[config.mk]
export PLATFORM = sky130hd
export DESIGN_NAME = mcuirq_unit
export DESIGN_NICKNAME = d
export VERILOG_FILES = /design/src/hw/mcuirq_pkg.sv /design/src/hw/mcuirq_unit.sv
export SDC_FILE = /design/constraint.sdc
export NUM_CORES = 1
export LEC_CHECK = 0
export BUFFER_PORTS_ARGS = -buffer_cell sky130_fd_sc_hd__buf_2
export CORE_MARGIN = 5
export CORE_UTILIZATION = 52
export DETAILED_ROUTE_END_ITERATION = 7
export HOLD_SLACK_MARGIN = 0.06
export PLACE_DENSITY_LB_ADDON = 0.05
export SLEW_MARGIN = 20
export SYNTH_ARGS = -nofsm -noshare
export SYNTH_HDL_FRONTEND = slang
export SYNTH_SLANG_ARGS = --single-unit
[constraint.sdc]
create_clock -name clk -period 4.4 [get_ports clk]
set_input_delay 0.44 -clock clk [delete_from_list [all_inputs] [get_ports clk]]
set_output_delay 0.44 -clock clk [all_outputs]
set_load 0.005 [all_outputs]
[src/hw/mcuirq_pkg.sv]
// constants for the interrupt unit and its time base
package mcuirq_pkg;
	localparam int PC_W = 12;
	localparam int NSRC = 2;
	localparam int SRC_CNT = 0;
	localparam int SRC_TICK = 1;
	// interrupt_control field positions
	localparam int GIE_BIT = 0;
	localparam int EN_BIT [NSRC] = '{1, 2};
	localparam int FLAG_BIT [NSRC] = '{4, 5};
	localparam logic [7:0] INTERRUPT_CONTROL_RST = 8'h00;
	// time_base_control field positions
	localparam int TICK_ENABLE_BIT = 7;
	localparam int PSEL_LSB = 0;
	localparam int PSEL_W = 3;
	localparam logic [7:0] TBC_RST = 8'h00;
	// time base chain
	localparam int PSC_W = 7;
	localparam logic [PSC_W-1:0] PSC_LAST = 7'h7f;
	localparam int DIV_W = 11;
	localparam int DIV_BASE = 4;
	localparam logic [DIV_W-1:0] DIV_ONES = 11'h7ff;
	// vector addresses
	localparam logic [PC_W-1:0] VEC_CNT = 12'h008;
	localparam logic [PC_W-1:0] VEC_TICK = 12'h00c;
endpackage

[src/hw/mcuirq_unit.sv]
// interrupt unit with time base divider
// Notes on behaviour
// - source event sets its request flag
// - disabled source keeps flag, never vectors
// - global enable low suppresses every interrupt
// - entry pushes next pc, loads vector
// - each source has its own vector
// - servicing clears global enable, no nesting
// - requests while blocked still set flags
// - full stack blocks acknowledge of requests
// - flag rising edge wakes from sleep/idle
// - time base overflow sets tick flag
// - tick service clears tick flag
// - counter overflow sets counter flag
// - counter service clears counter flag
// - divider input is slow oscillator over 128
// - period select gives 2^(4+code) input clocks
// - time_base_control bit7 enables, resets zero
// - interrupt_control bit map, all reset zero
// - unimplemented control bits read zero
// - flag holds until serviced or cleared
// - return_from_irq pops and sets global enable
// - plain return leaves global enable unchanged
// - only program counter saved on entry
module mcuirq_unit
	import mcuirq_pkg::*;
(
	input wire logic clk,
	input wire logic rst_b,
	input wire logic low_speed_osc_clock,
	input wire logic counter_overflow,
	input wire logic core_ready,
	input wire logic stack_full,
	input wire logic return_from_irq,
	input wire logic plain_return,
	input wire logic sleep_mode,
	input wire logic [PC_W-1:0] next_pc,
	input wire logic interrupt_control_wr,
	input wire logic tbc_wr,
	input wire logic [7:0] reg_wdata,
	output logic [7:0] interrupt_control_rdata,
	output logic [7:0] tbc_rdata,
	output logic irq_call,
	output logic [PC_W-1:0] irq_vector,
	output logic [PC_W-1:0] push_pc,
	output logic wake_up,
	output logic tick_divider_clock
);
	logic [NSRC-1:0] flag_reg, flag_next;
	logic [NSRC-1:0] en_reg, en_next;
	logic gie_reg, gie_next;
	logic tick_enable_reg, tick_enable_next;
	logic [PSEL_W-1:0] psel_reg, psel_next;
	logic osc_d_reg, osc_d_next;
	logic [PSC_W-1:0] psc_reg, psc_next;
	logic [DIV_W-1:0] div_reg, div_next;
	logic [DIV_W-1:0] div_mask;
	logic osc_rise, psc_pulse, tick_evt;
	logic [NSRC-1:0] src_evt, pend, grant;
	logic take;
	logic [PC_W-1:0] vec_sel;
	logic [7:0] interrupt_control_rdata_reg, interrupt_control_rdata_next;
	logic [7:0] tbc_rdata_reg, tbc_rdata_next;
	logic irq_call_reg, irq_call_next;
	logic [PC_W-1:0] irq_vector_reg, irq_vector_next;
	logic [PC_W-1:0] push_pc_reg, push_pc_next;
	logic wake_up_reg, wake_up_next;
	logic tdc_reg, tdc_next;

	// time base chain
	always_comb begin
		osc_d_next = low_speed_osc_clock;
		osc_rise = low_speed_osc_clock & ~osc_d_reg;
		tick_enable_next = tick_enable_reg;
		psel_next = psel_reg;
		if (tbc_wr) begin
			tick_enable_next = reg_wdata[TICK_ENABLE_BIT];
			psel_next = reg_wdata[PSEL_LSB +: PSEL_W];
		end
		psc_next = psc_reg;
		div_next = div_reg;
		psc_pulse = 1'b0;
		div_mask = ~(DIV_ONES << (DIV_BASE + int'(psel_reg))) & DIV_ONES;
		tick_evt = 1'b0;
		if (!tick_enable_reg) begin
			psc_next = '0;
			div_next = '0;
		end else if (osc_rise) begin
			psc_next = psc_reg + 1'b1;
			psc_pulse = (psc_reg == PSC_LAST);
			if (psc_pulse) begin
				div_next = div_reg + 1'b1;
				tick_evt = ((div_reg & div_mask) == div_mask);
			end
		end
		tdc_next = psc_pulse;
	end

	always_ff @(posedge clk) begin
		if (!rst_b) begin
			tick_enable_reg <= TBC_RST[TICK_ENABLE_BIT];
			psel_reg <= TBC_RST[PSEL_LSB +: PSEL_W];
			osc_d_reg <= 1'b0;
			psc_reg <= '0;
			div_reg <= '0;
			tdc_reg <= 1'b0;
		end else begin
			tick_enable_reg <= tick_enable_next;
			psel_reg <= psel_next;
			osc_d_reg <= osc_d_next;
			psc_reg <= psc_next;
			div_reg <= div_next;
			tdc_reg <= tdc_next;
		end
	end

	// arbitration and call request
	always_comb begin
		src_evt[SRC_CNT] = counter_overflow;
		src_evt[SRC_TICK] = tick_evt;
		pend = flag_reg & en_reg;
		grant = '0;
		if (pend[SRC_CNT]) begin
			grant[SRC_CNT] = 1'b1;
		end else if (pend[SRC_TICK]) begin
			grant[SRC_TICK] = 1'b1;
		end
		take = gie_reg & core_ready & ~stack_full & (|pend);
		vec_sel = grant[SRC_CNT] ? VEC_CNT : VEC_TICK;
		gie_next = gie_reg;
		if (interrupt_control_wr) begin
			gie_next = reg_wdata[GIE_BIT];
		end
		if (return_from_irq) begin
			gie_next = 1'b1;
		end
		if (take) begin
			gie_next = 1'b0;
		end
		irq_call_next = take;
		irq_vector_next = take ? vec_sel : irq_vector_reg;
		push_pc_next = take ? next_pc : push_pc_reg;
	end

	// per source request flags and enables
	genvar gi;
	generate
		for (gi = 0; gi < NSRC; gi++) begin : g_src
			always_comb begin
				en_next[gi] = interrupt_control_wr ? reg_wdata[EN_BIT[gi]] : en_reg[gi];
				flag_next[gi] = flag_reg[gi];
				if (interrupt_control_wr) begin
					flag_next[gi] = reg_wdata[FLAG_BIT[gi]];
				end
				if (take && grant[gi]) begin
					flag_next[gi] = 1'b0;
				end
				if (src_evt[gi]) begin
					flag_next[gi] = 1'b1;
				end
			end
		end
	endgenerate

	// register readback and wake
	always_comb begin
		interrupt_control_rdata_next = 8'h00;
		interrupt_control_rdata_next[GIE_BIT] = gie_next;
		tbc_rdata_next = 8'h00;
		tbc_rdata_next[TICK_ENABLE_BIT] = tick_enable_next;
		tbc_rdata_next[PSEL_LSB +: PSEL_W] = psel_next;
		for (int i = 0; i < NSRC; i++) begin
			interrupt_control_rdata_next[EN_BIT[i]] = en_next[i];
			interrupt_control_rdata_next[FLAG_BIT[i]] = flag_next[i];
		end
		wake_up_next = sleep_mode & (|(flag_next & ~flag_reg));
	end

	always_ff @(posedge clk) begin
		if (!rst_b) begin
			flag_reg <= '0;
			en_reg <= '0;
			gie_reg <= INTERRUPT_CONTROL_RST[GIE_BIT];
			interrupt_control_rdata_reg <= INTERRUPT_CONTROL_RST;
			tbc_rdata_reg <= TBC_RST;
			irq_call_reg <= 1'b0;
			irq_vector_reg <= '0;
			push_pc_reg <= '0;
			wake_up_reg <= 1'b0;
		end else begin
			flag_reg <= flag_next;
			en_reg <= en_next;
			gie_reg <= gie_next;
			interrupt_control_rdata_reg <= interrupt_control_rdata_next;
			tbc_rdata_reg <= tbc_rdata_next;
			irq_call_reg <= irq_call_next;
			irq_vector_reg <= irq_vector_next;
			push_pc_reg <= push_pc_next;
			wake_up_reg <= wake_up_next;
		end
	end

	assign interrupt_control_rdata = interrupt_control_rdata_reg;
	assign tbc_rdata = tbc_rdata_reg;
	assign irq_call = irq_call_reg;
	assign irq_vector = irq_vector_reg;
	assign push_pc = push_pc_reg;
	assign wake_up = wake_up_reg;
	assign tick_divider_clock = tdc_reg;

	// checks
	property p_cnt_set;
		@(posedge clk) disable iff (!rst_b)
		counter_overflow |=> flag_reg[SRC_CNT] && interrupt_control_rdata[FLAG_BIT[SRC_CNT]];
	endproperty
	a_cnt_set: assert property (p_cnt_set) else $error("counter flag not set");

	property p_tick_set;
		@(posedge clk) disable iff (!rst_b)
		tick_evt |=> flag_reg[SRC_TICK];
	endproperty
	a_tick_set: assert property (p_tick_set) else $error("tick flag not set");

	property p_masked;
		@(posedge clk) disable iff (!rst_b)
		(en_reg == '0) |=> !irq_call;
	endproperty
	a_masked: assert property (p_masked) else $error("call with sources disabled");

	property p_global_off;
		@(posedge clk) disable iff (!rst_b)
		!gie_reg |=> !irq_call;
	endproperty
	a_global_off: assert property (p_global_off) else $error("call with global enable low");

	property p_entry;
		@(posedge clk) disable iff (!rst_b)
		take |=> irq_call && push_pc == $past(next_pc) ##1 !irq_call;
	endproperty
	a_entry: assert property (p_entry) else $error("entry push or pulse wrong");

	property p_prio;
		@(posedge clk) disable iff (!rst_b)
		irq_call && $past(pend[SRC_CNT]) |-> irq_vector == VEC_CNT;
	endproperty
	a_prio: assert property (p_prio) else $error("counter not preferred");

	property p_vec_tick;
		@(posedge clk) disable iff (!rst_b)
		irq_call && !$past(pend[SRC_CNT]) |-> irq_vector == VEC_TICK;
	endproperty
	a_vec_tick: assert property (p_vec_tick) else $error("tick vector wrong");

	property p_no_nest;
		@(posedge clk) disable iff (!rst_b)
		irq_call |-> !gie_reg && !interrupt_control_rdata[GIE_BIT];
	endproperty
	a_no_nest: assert property (p_no_nest) else $error("global enable kept on entry");

	property p_stack_full;
		@(posedge clk) disable iff (!rst_b)
		stack_full |=> !irq_call;
	endproperty
	a_stack_full: assert property (p_stack_full) else $error("call with full stack");

	property p_wake;
		@(posedge clk) disable iff (!rst_b)
		sleep_mode && counter_overflow && !flag_reg[SRC_CNT] |=> wake_up;
	endproperty
	a_wake: assert property (p_wake) else $error("no wake on flag rise");

	property p_cnt_clear;
		@(posedge clk) disable iff (!rst_b)
		take && grant[SRC_CNT] && !counter_overflow |=> !flag_reg[SRC_CNT];
	endproperty
	a_cnt_clear: assert property (p_cnt_clear) else $error("counter flag not cleared");

	property p_hold;
		@(posedge clk) disable iff (!rst_b)
		flag_reg[SRC_TICK] && !interrupt_control_wr && !(take && grant[SRC_TICK]) |=> flag_reg[SRC_TICK];
	endproperty
	a_hold: assert property (p_hold) else $error("flag dropped");

	property p_return_from_irq;
		@(posedge clk) disable iff (!rst_b)
		return_from_irq && !take |=> gie_reg;
	endproperty
	a_return_from_irq: assert property (p_return_from_irq) else $error("global enable not set by return");

	property p_ret;
		@(posedge clk) disable iff (!rst_b)
		plain_return && !return_from_irq && !interrupt_control_wr && !take |=> gie_reg == $past(gie_reg);
	endproperty
	a_ret: assert property (p_ret) else $error("plain return changed global enable");

	property p_zero_bits;
		@(posedge clk) disable iff (!rst_b)
		interrupt_control_rdata[7:6] == 2'h0 && !interrupt_control_rdata[3] && tbc_rdata[6:3] == 4'h0;
	endproperty
	a_zero_bits: assert property (p_zero_bits) else $error("unimplemented bit nonzero");
endmodule
* Word level (Yosys, flattened, before mapping)
Cells that the tools add are included.
** Cells by class
- Add/subtract/negate cells :: 3
- Equal/unequal tests :: 2
- Shift-type cells :: 1
- Muxes and demuxes :: 20
- Bitwise gates (word level) :: 12
- Reduce and logical (&&, ||, !) cells :: 7
** Operators by type and width (number)
- $mux W1 :: 18
- $add A11 B1 Y11 const B :: 1
- $and A11 B11 Y11 :: 1
- $eq A11 B11 Y1 :: 1
- $not A11 Y11 :: 1
- $shl A11 B4 Y11 const A :: 1
- $add A7 B1 Y7 const B :: 1
- $eq A7 B7 Y1 const B :: 1
- $mux W3 :: 2
- $and A1 B1 Y1 :: 5
- $add A3 B3 Y4 const A :: 1
- $and A2 B2 Y2 :: 2
- $reduce_and A2 Y1 :: 2
- $reduce_or A2 Y1 :: 2
- $reduce_and A3 Y1 :: 1
- $logic_and A1 B1 Y1 :: 2
- $not A1 Y1 :: 2
- $not A2 Y2 :: 1
** Storage, ports and cells
- Register bits :: 71
- Bits of input ports :: 31
- Output and inout port bits :: 43
- Word-level logic and storage cells :: 62

* Longest topological paths before layout
- Depth after elaboration :: 12
- Gate-level depth with buffers :: 6
- Gate-level depth less buffers :: 6

* Worst setup path before layout
OpenSTA, ideal clock, no wires.
- Path type :: reg2reg
- From :: register psc_reg[0]
- To :: register div_reg[6]
- Library setup time :: 0.072 ns
- Data arrival time :: 1.596 ns
- Required time :: 4.328 ns
- Setup slack :: 2.732 ns
- Stages on the path, launching flop included :: 6
- Path buffers :: 0
- Period minus slack after synthesis :: 1.668 ns
- Path through :: dfxtp_1 ha_1 nand3_1 or4_4 or3_1 a21oi_1
** On the way
- Cells in the longest elaborated chain, start to end :: 2
** Ends and longest elaborated chain
- start: declaration :: line mcuirq_unit.sv:55 : logic [PSC_W-1:0] psc_reg, psc_next;
- start signal: assignment :: line mcuirq_unit.sv:111 : psc_reg <= psc_next;
- $eq A7 B7 Y1 :: line mcuirq_unit.sv:90 : psc_pulse = (psc_reg == PSC_LAST);
- $reduce_and A2 Y1 (no source line)
- end signal: assignment :: line mcuirq_unit.sv:112 : div_reg <= div_next;
- end: declaration :: line mcuirq_unit.sv:56 : logic [DIV_W-1:0] div_reg, div_next;
No other way between the ends.
A chain may end at the register's enable or synchronous reset.

* Worst setup path after layout
Ends and elaborated chain as after synthesis.

==> impl_metrics.toml <==
[critical_path]
cp_num_buf_inv = 0
required_ps = 4610
crit_chain = "ha_1 -> nand3_1 -> or4_4 -> or3_1 -> a21oi_1"
startpoint_type = "flop"
crit_path_end_kind = "flop"
cp_slowest_stage_delay_ps = 530
path_class = "reg2reg"
crit_slowest_cell = "or4_4"
cp_top_family = "simple AND/OR/NAND/NOR gates"
critPathArrivalTime_ps = 2040
path_max_fanout = 4

[finish]
instances_no_fill = 307
largest_reg_flops = 12
fillCellCount = 335
finalNetCount = 292
area_delta_synth_final_pct = 17.2
drive_gt1_share_pct = 25.9
antenna_cells = 0

[sta]
final-hold-violation-count = 0
finalClockSkew_ps = 4.47
worstMarginPinSlew_ps = 882
period_needed_ps = 1820
setup-violations-final = 0
fin_crit_sh_pct = 41.5
fin_setup_tns_ps = 0
fmax_ghz = 0.548
slew_headroom_pct = 41.1
rsz0062_at_grt = "false"
maxSlewViolCount = 0

[die]
dieArea_sq_mm = 0.00511
rows = 22
core_sq_mm = 0.00366
die-width_microns = 71.5
num_io_pins = 74
initial_utilization_pct = 53.7
die_y_microns = 71.5

[clocking]
h-tree-depth = 2
cts_setup_buffers = 0
holdBufCountCts = 0
cts-root-buf = "clkbuf_8"
cts_tree = "done"
cts_resized = 0
insertion_delay_ps = 290
cts_buffers = 5
clkSinkCount = 45
clk_pin_slew_ps = 80
clockBufferDepth = 2

[global_routing]
grt.overflow.total = 0
grt_usage_pct = 14.5
grt_max_degree = 20
antenna_found_initial = 0
grt_pass1_vias = 1391
grt_pass1_wl_mm = 5.96

[drt]
drc_errors = 0
dr_wl_met2_mm = 1.70
m1WireLength_mm = 1.56
drtAntennaViolNets = 0
wl_per_cell_microns = 11.8
maxUsedRoutingLayer = "met4"
wl_mm = 3.61
dr.first_iter.drc_count = 23
routed-wl-met3_microns = 332
dr.pass1.iters = 4
vias = 1475
avgViaCountPerCell = 4.80

[synthesis]
syn-instance-count = 207
seq_area_frac_synth_pct = 45.8
async_flop_share_pct = 0
syn_area_sq_mm = 0.00197
ys_types = 38
ys_top_cells_by_area = "dfxtp_1, buf_4, a22o_1"
yosysTopAreaCell = "dfxtp_1"
ys_ff_latch = 45
synth_edf_count = 0
synth_top_area_share_pct = 45.8
avgSynthCellArea_sq_um = 9.50
synth_warnings = 0
yosys-top-cells-count = "dfxtp_1, nor2_1, buf_4, a22o_1, nand2_1"
yosys_most_used_dff = "dfxtp_1"
synth_most_common_cell = "dfxtp_1"

[pwr]
irDropWorstVdd_mv = 0.209
power_mw = 0.788
power_density_mw_per_mm2 = 342
leakage_nw = 1.02

[outcome]
outcome = "finished clean"

[placement]
gp_congestion = 0.785
dp_hpwl_mm = 2.76
placed_cells = 299
numPortBuffers = 53

[min_path]
hold_class = "in2reg"

[run]
cap_violations = 0
==> placed cells by master (no fill, tap or decap), types with 2 or more instances in the layout <==
cell,Yosys,final
nand4_1,4,4
nand2_1,12,12
a22o_1,12,12
xnor2_1,7,7
nor2b_1,10,10
a21oi_1,4,4
o21a_1,3,3
ha_1,3,3
nor4_1,3,3
inv_1,9,9
o21ai_0,3,3
nand3_1,6,6
buf_2,2,53
and2_1,2,2
nor2_1,22,22
clkbuf_8,0,6
dfxtp_1,45,45
o22ai_1,2,2
conb_1,1,17
mux2i_1,10,10
xor2_1,8,8
==> worst paths after layout <==
check | start | end | slack, ps | cells after the start
max reg2reg | psc_reg[0] | div_reg[6] | 2580 | 5
min reg2reg | irq_vector[3] | irq_vector[3] | 450 | 1
min | next_pc[11] | push_pc[11] | 350 | 2
max | psc_reg[0] | div_reg[6] | 2580 | 5
==> metal layers <==
metal | vias to the layer above | global-route usage, %
li1 | 765 | -
met3 | 2 | 6.31
met1 | 662 | 16.6
met4 | 0 | 4.38
met2 | 46 | 24.4
met5 | - | 0
==> metrics by stage <==
| stage | area, sq um | setup slack (ps) | hold slack [ps] | util (%) |
|---|---|---|---|---|
| after CTS | 2300 | 2570 | 341 | 63.0 |
| final | 2300 | 2580 | 353 | 63.0 |
| after detailed placement | 2180 | 2370 | 434 | 59.7 |
| after global placement | 2180 | 2380 | 430 | 59.7 |
| after global routing | 2300 | 2390 | 341 | 63.0 |
| after floorplan | 2030 | 2730 | 451 | - |
==> layout make-up <==
cell class	instances	area, sq um	area share, %
clock inverters	2	37.5	1.63
inverters	9	33.8	1.47
repair buffers	53	265	11.5
flip-flops and latches	45	901	39.1
multi-input cells	144	925	40.1
well taps	48	60.1	2.61
clock buffers	6	82.6	3.58
==> cells by family after synthesis <==
kind of cell	count (synthesis)	synth area share (%)
AO/OA/AOI/OAI	29	11.1
XOR/XNOR	15	6.68
adder cells (fa/ha/maj)	3	1.91
buffers and inverters	34	10.2
flip-flops	45	45.8
multiplexers	11	5.66
other	1	0.191
AND/OR/NAND/NOR	69	18.4
==> power breakdown <==
part | total [mW] | internal [mW] | switching (mW) | leakage (nW)
Combinational | 0.0497 | 0.0245 | 0.0252 | 0.601
Sequential | 0.420 | 0.414 | 0.00594 | 0.365
Clock | 0.319 | 0.185 | 0.134 | 0.0574
Power figures use the tool's default switching activity.
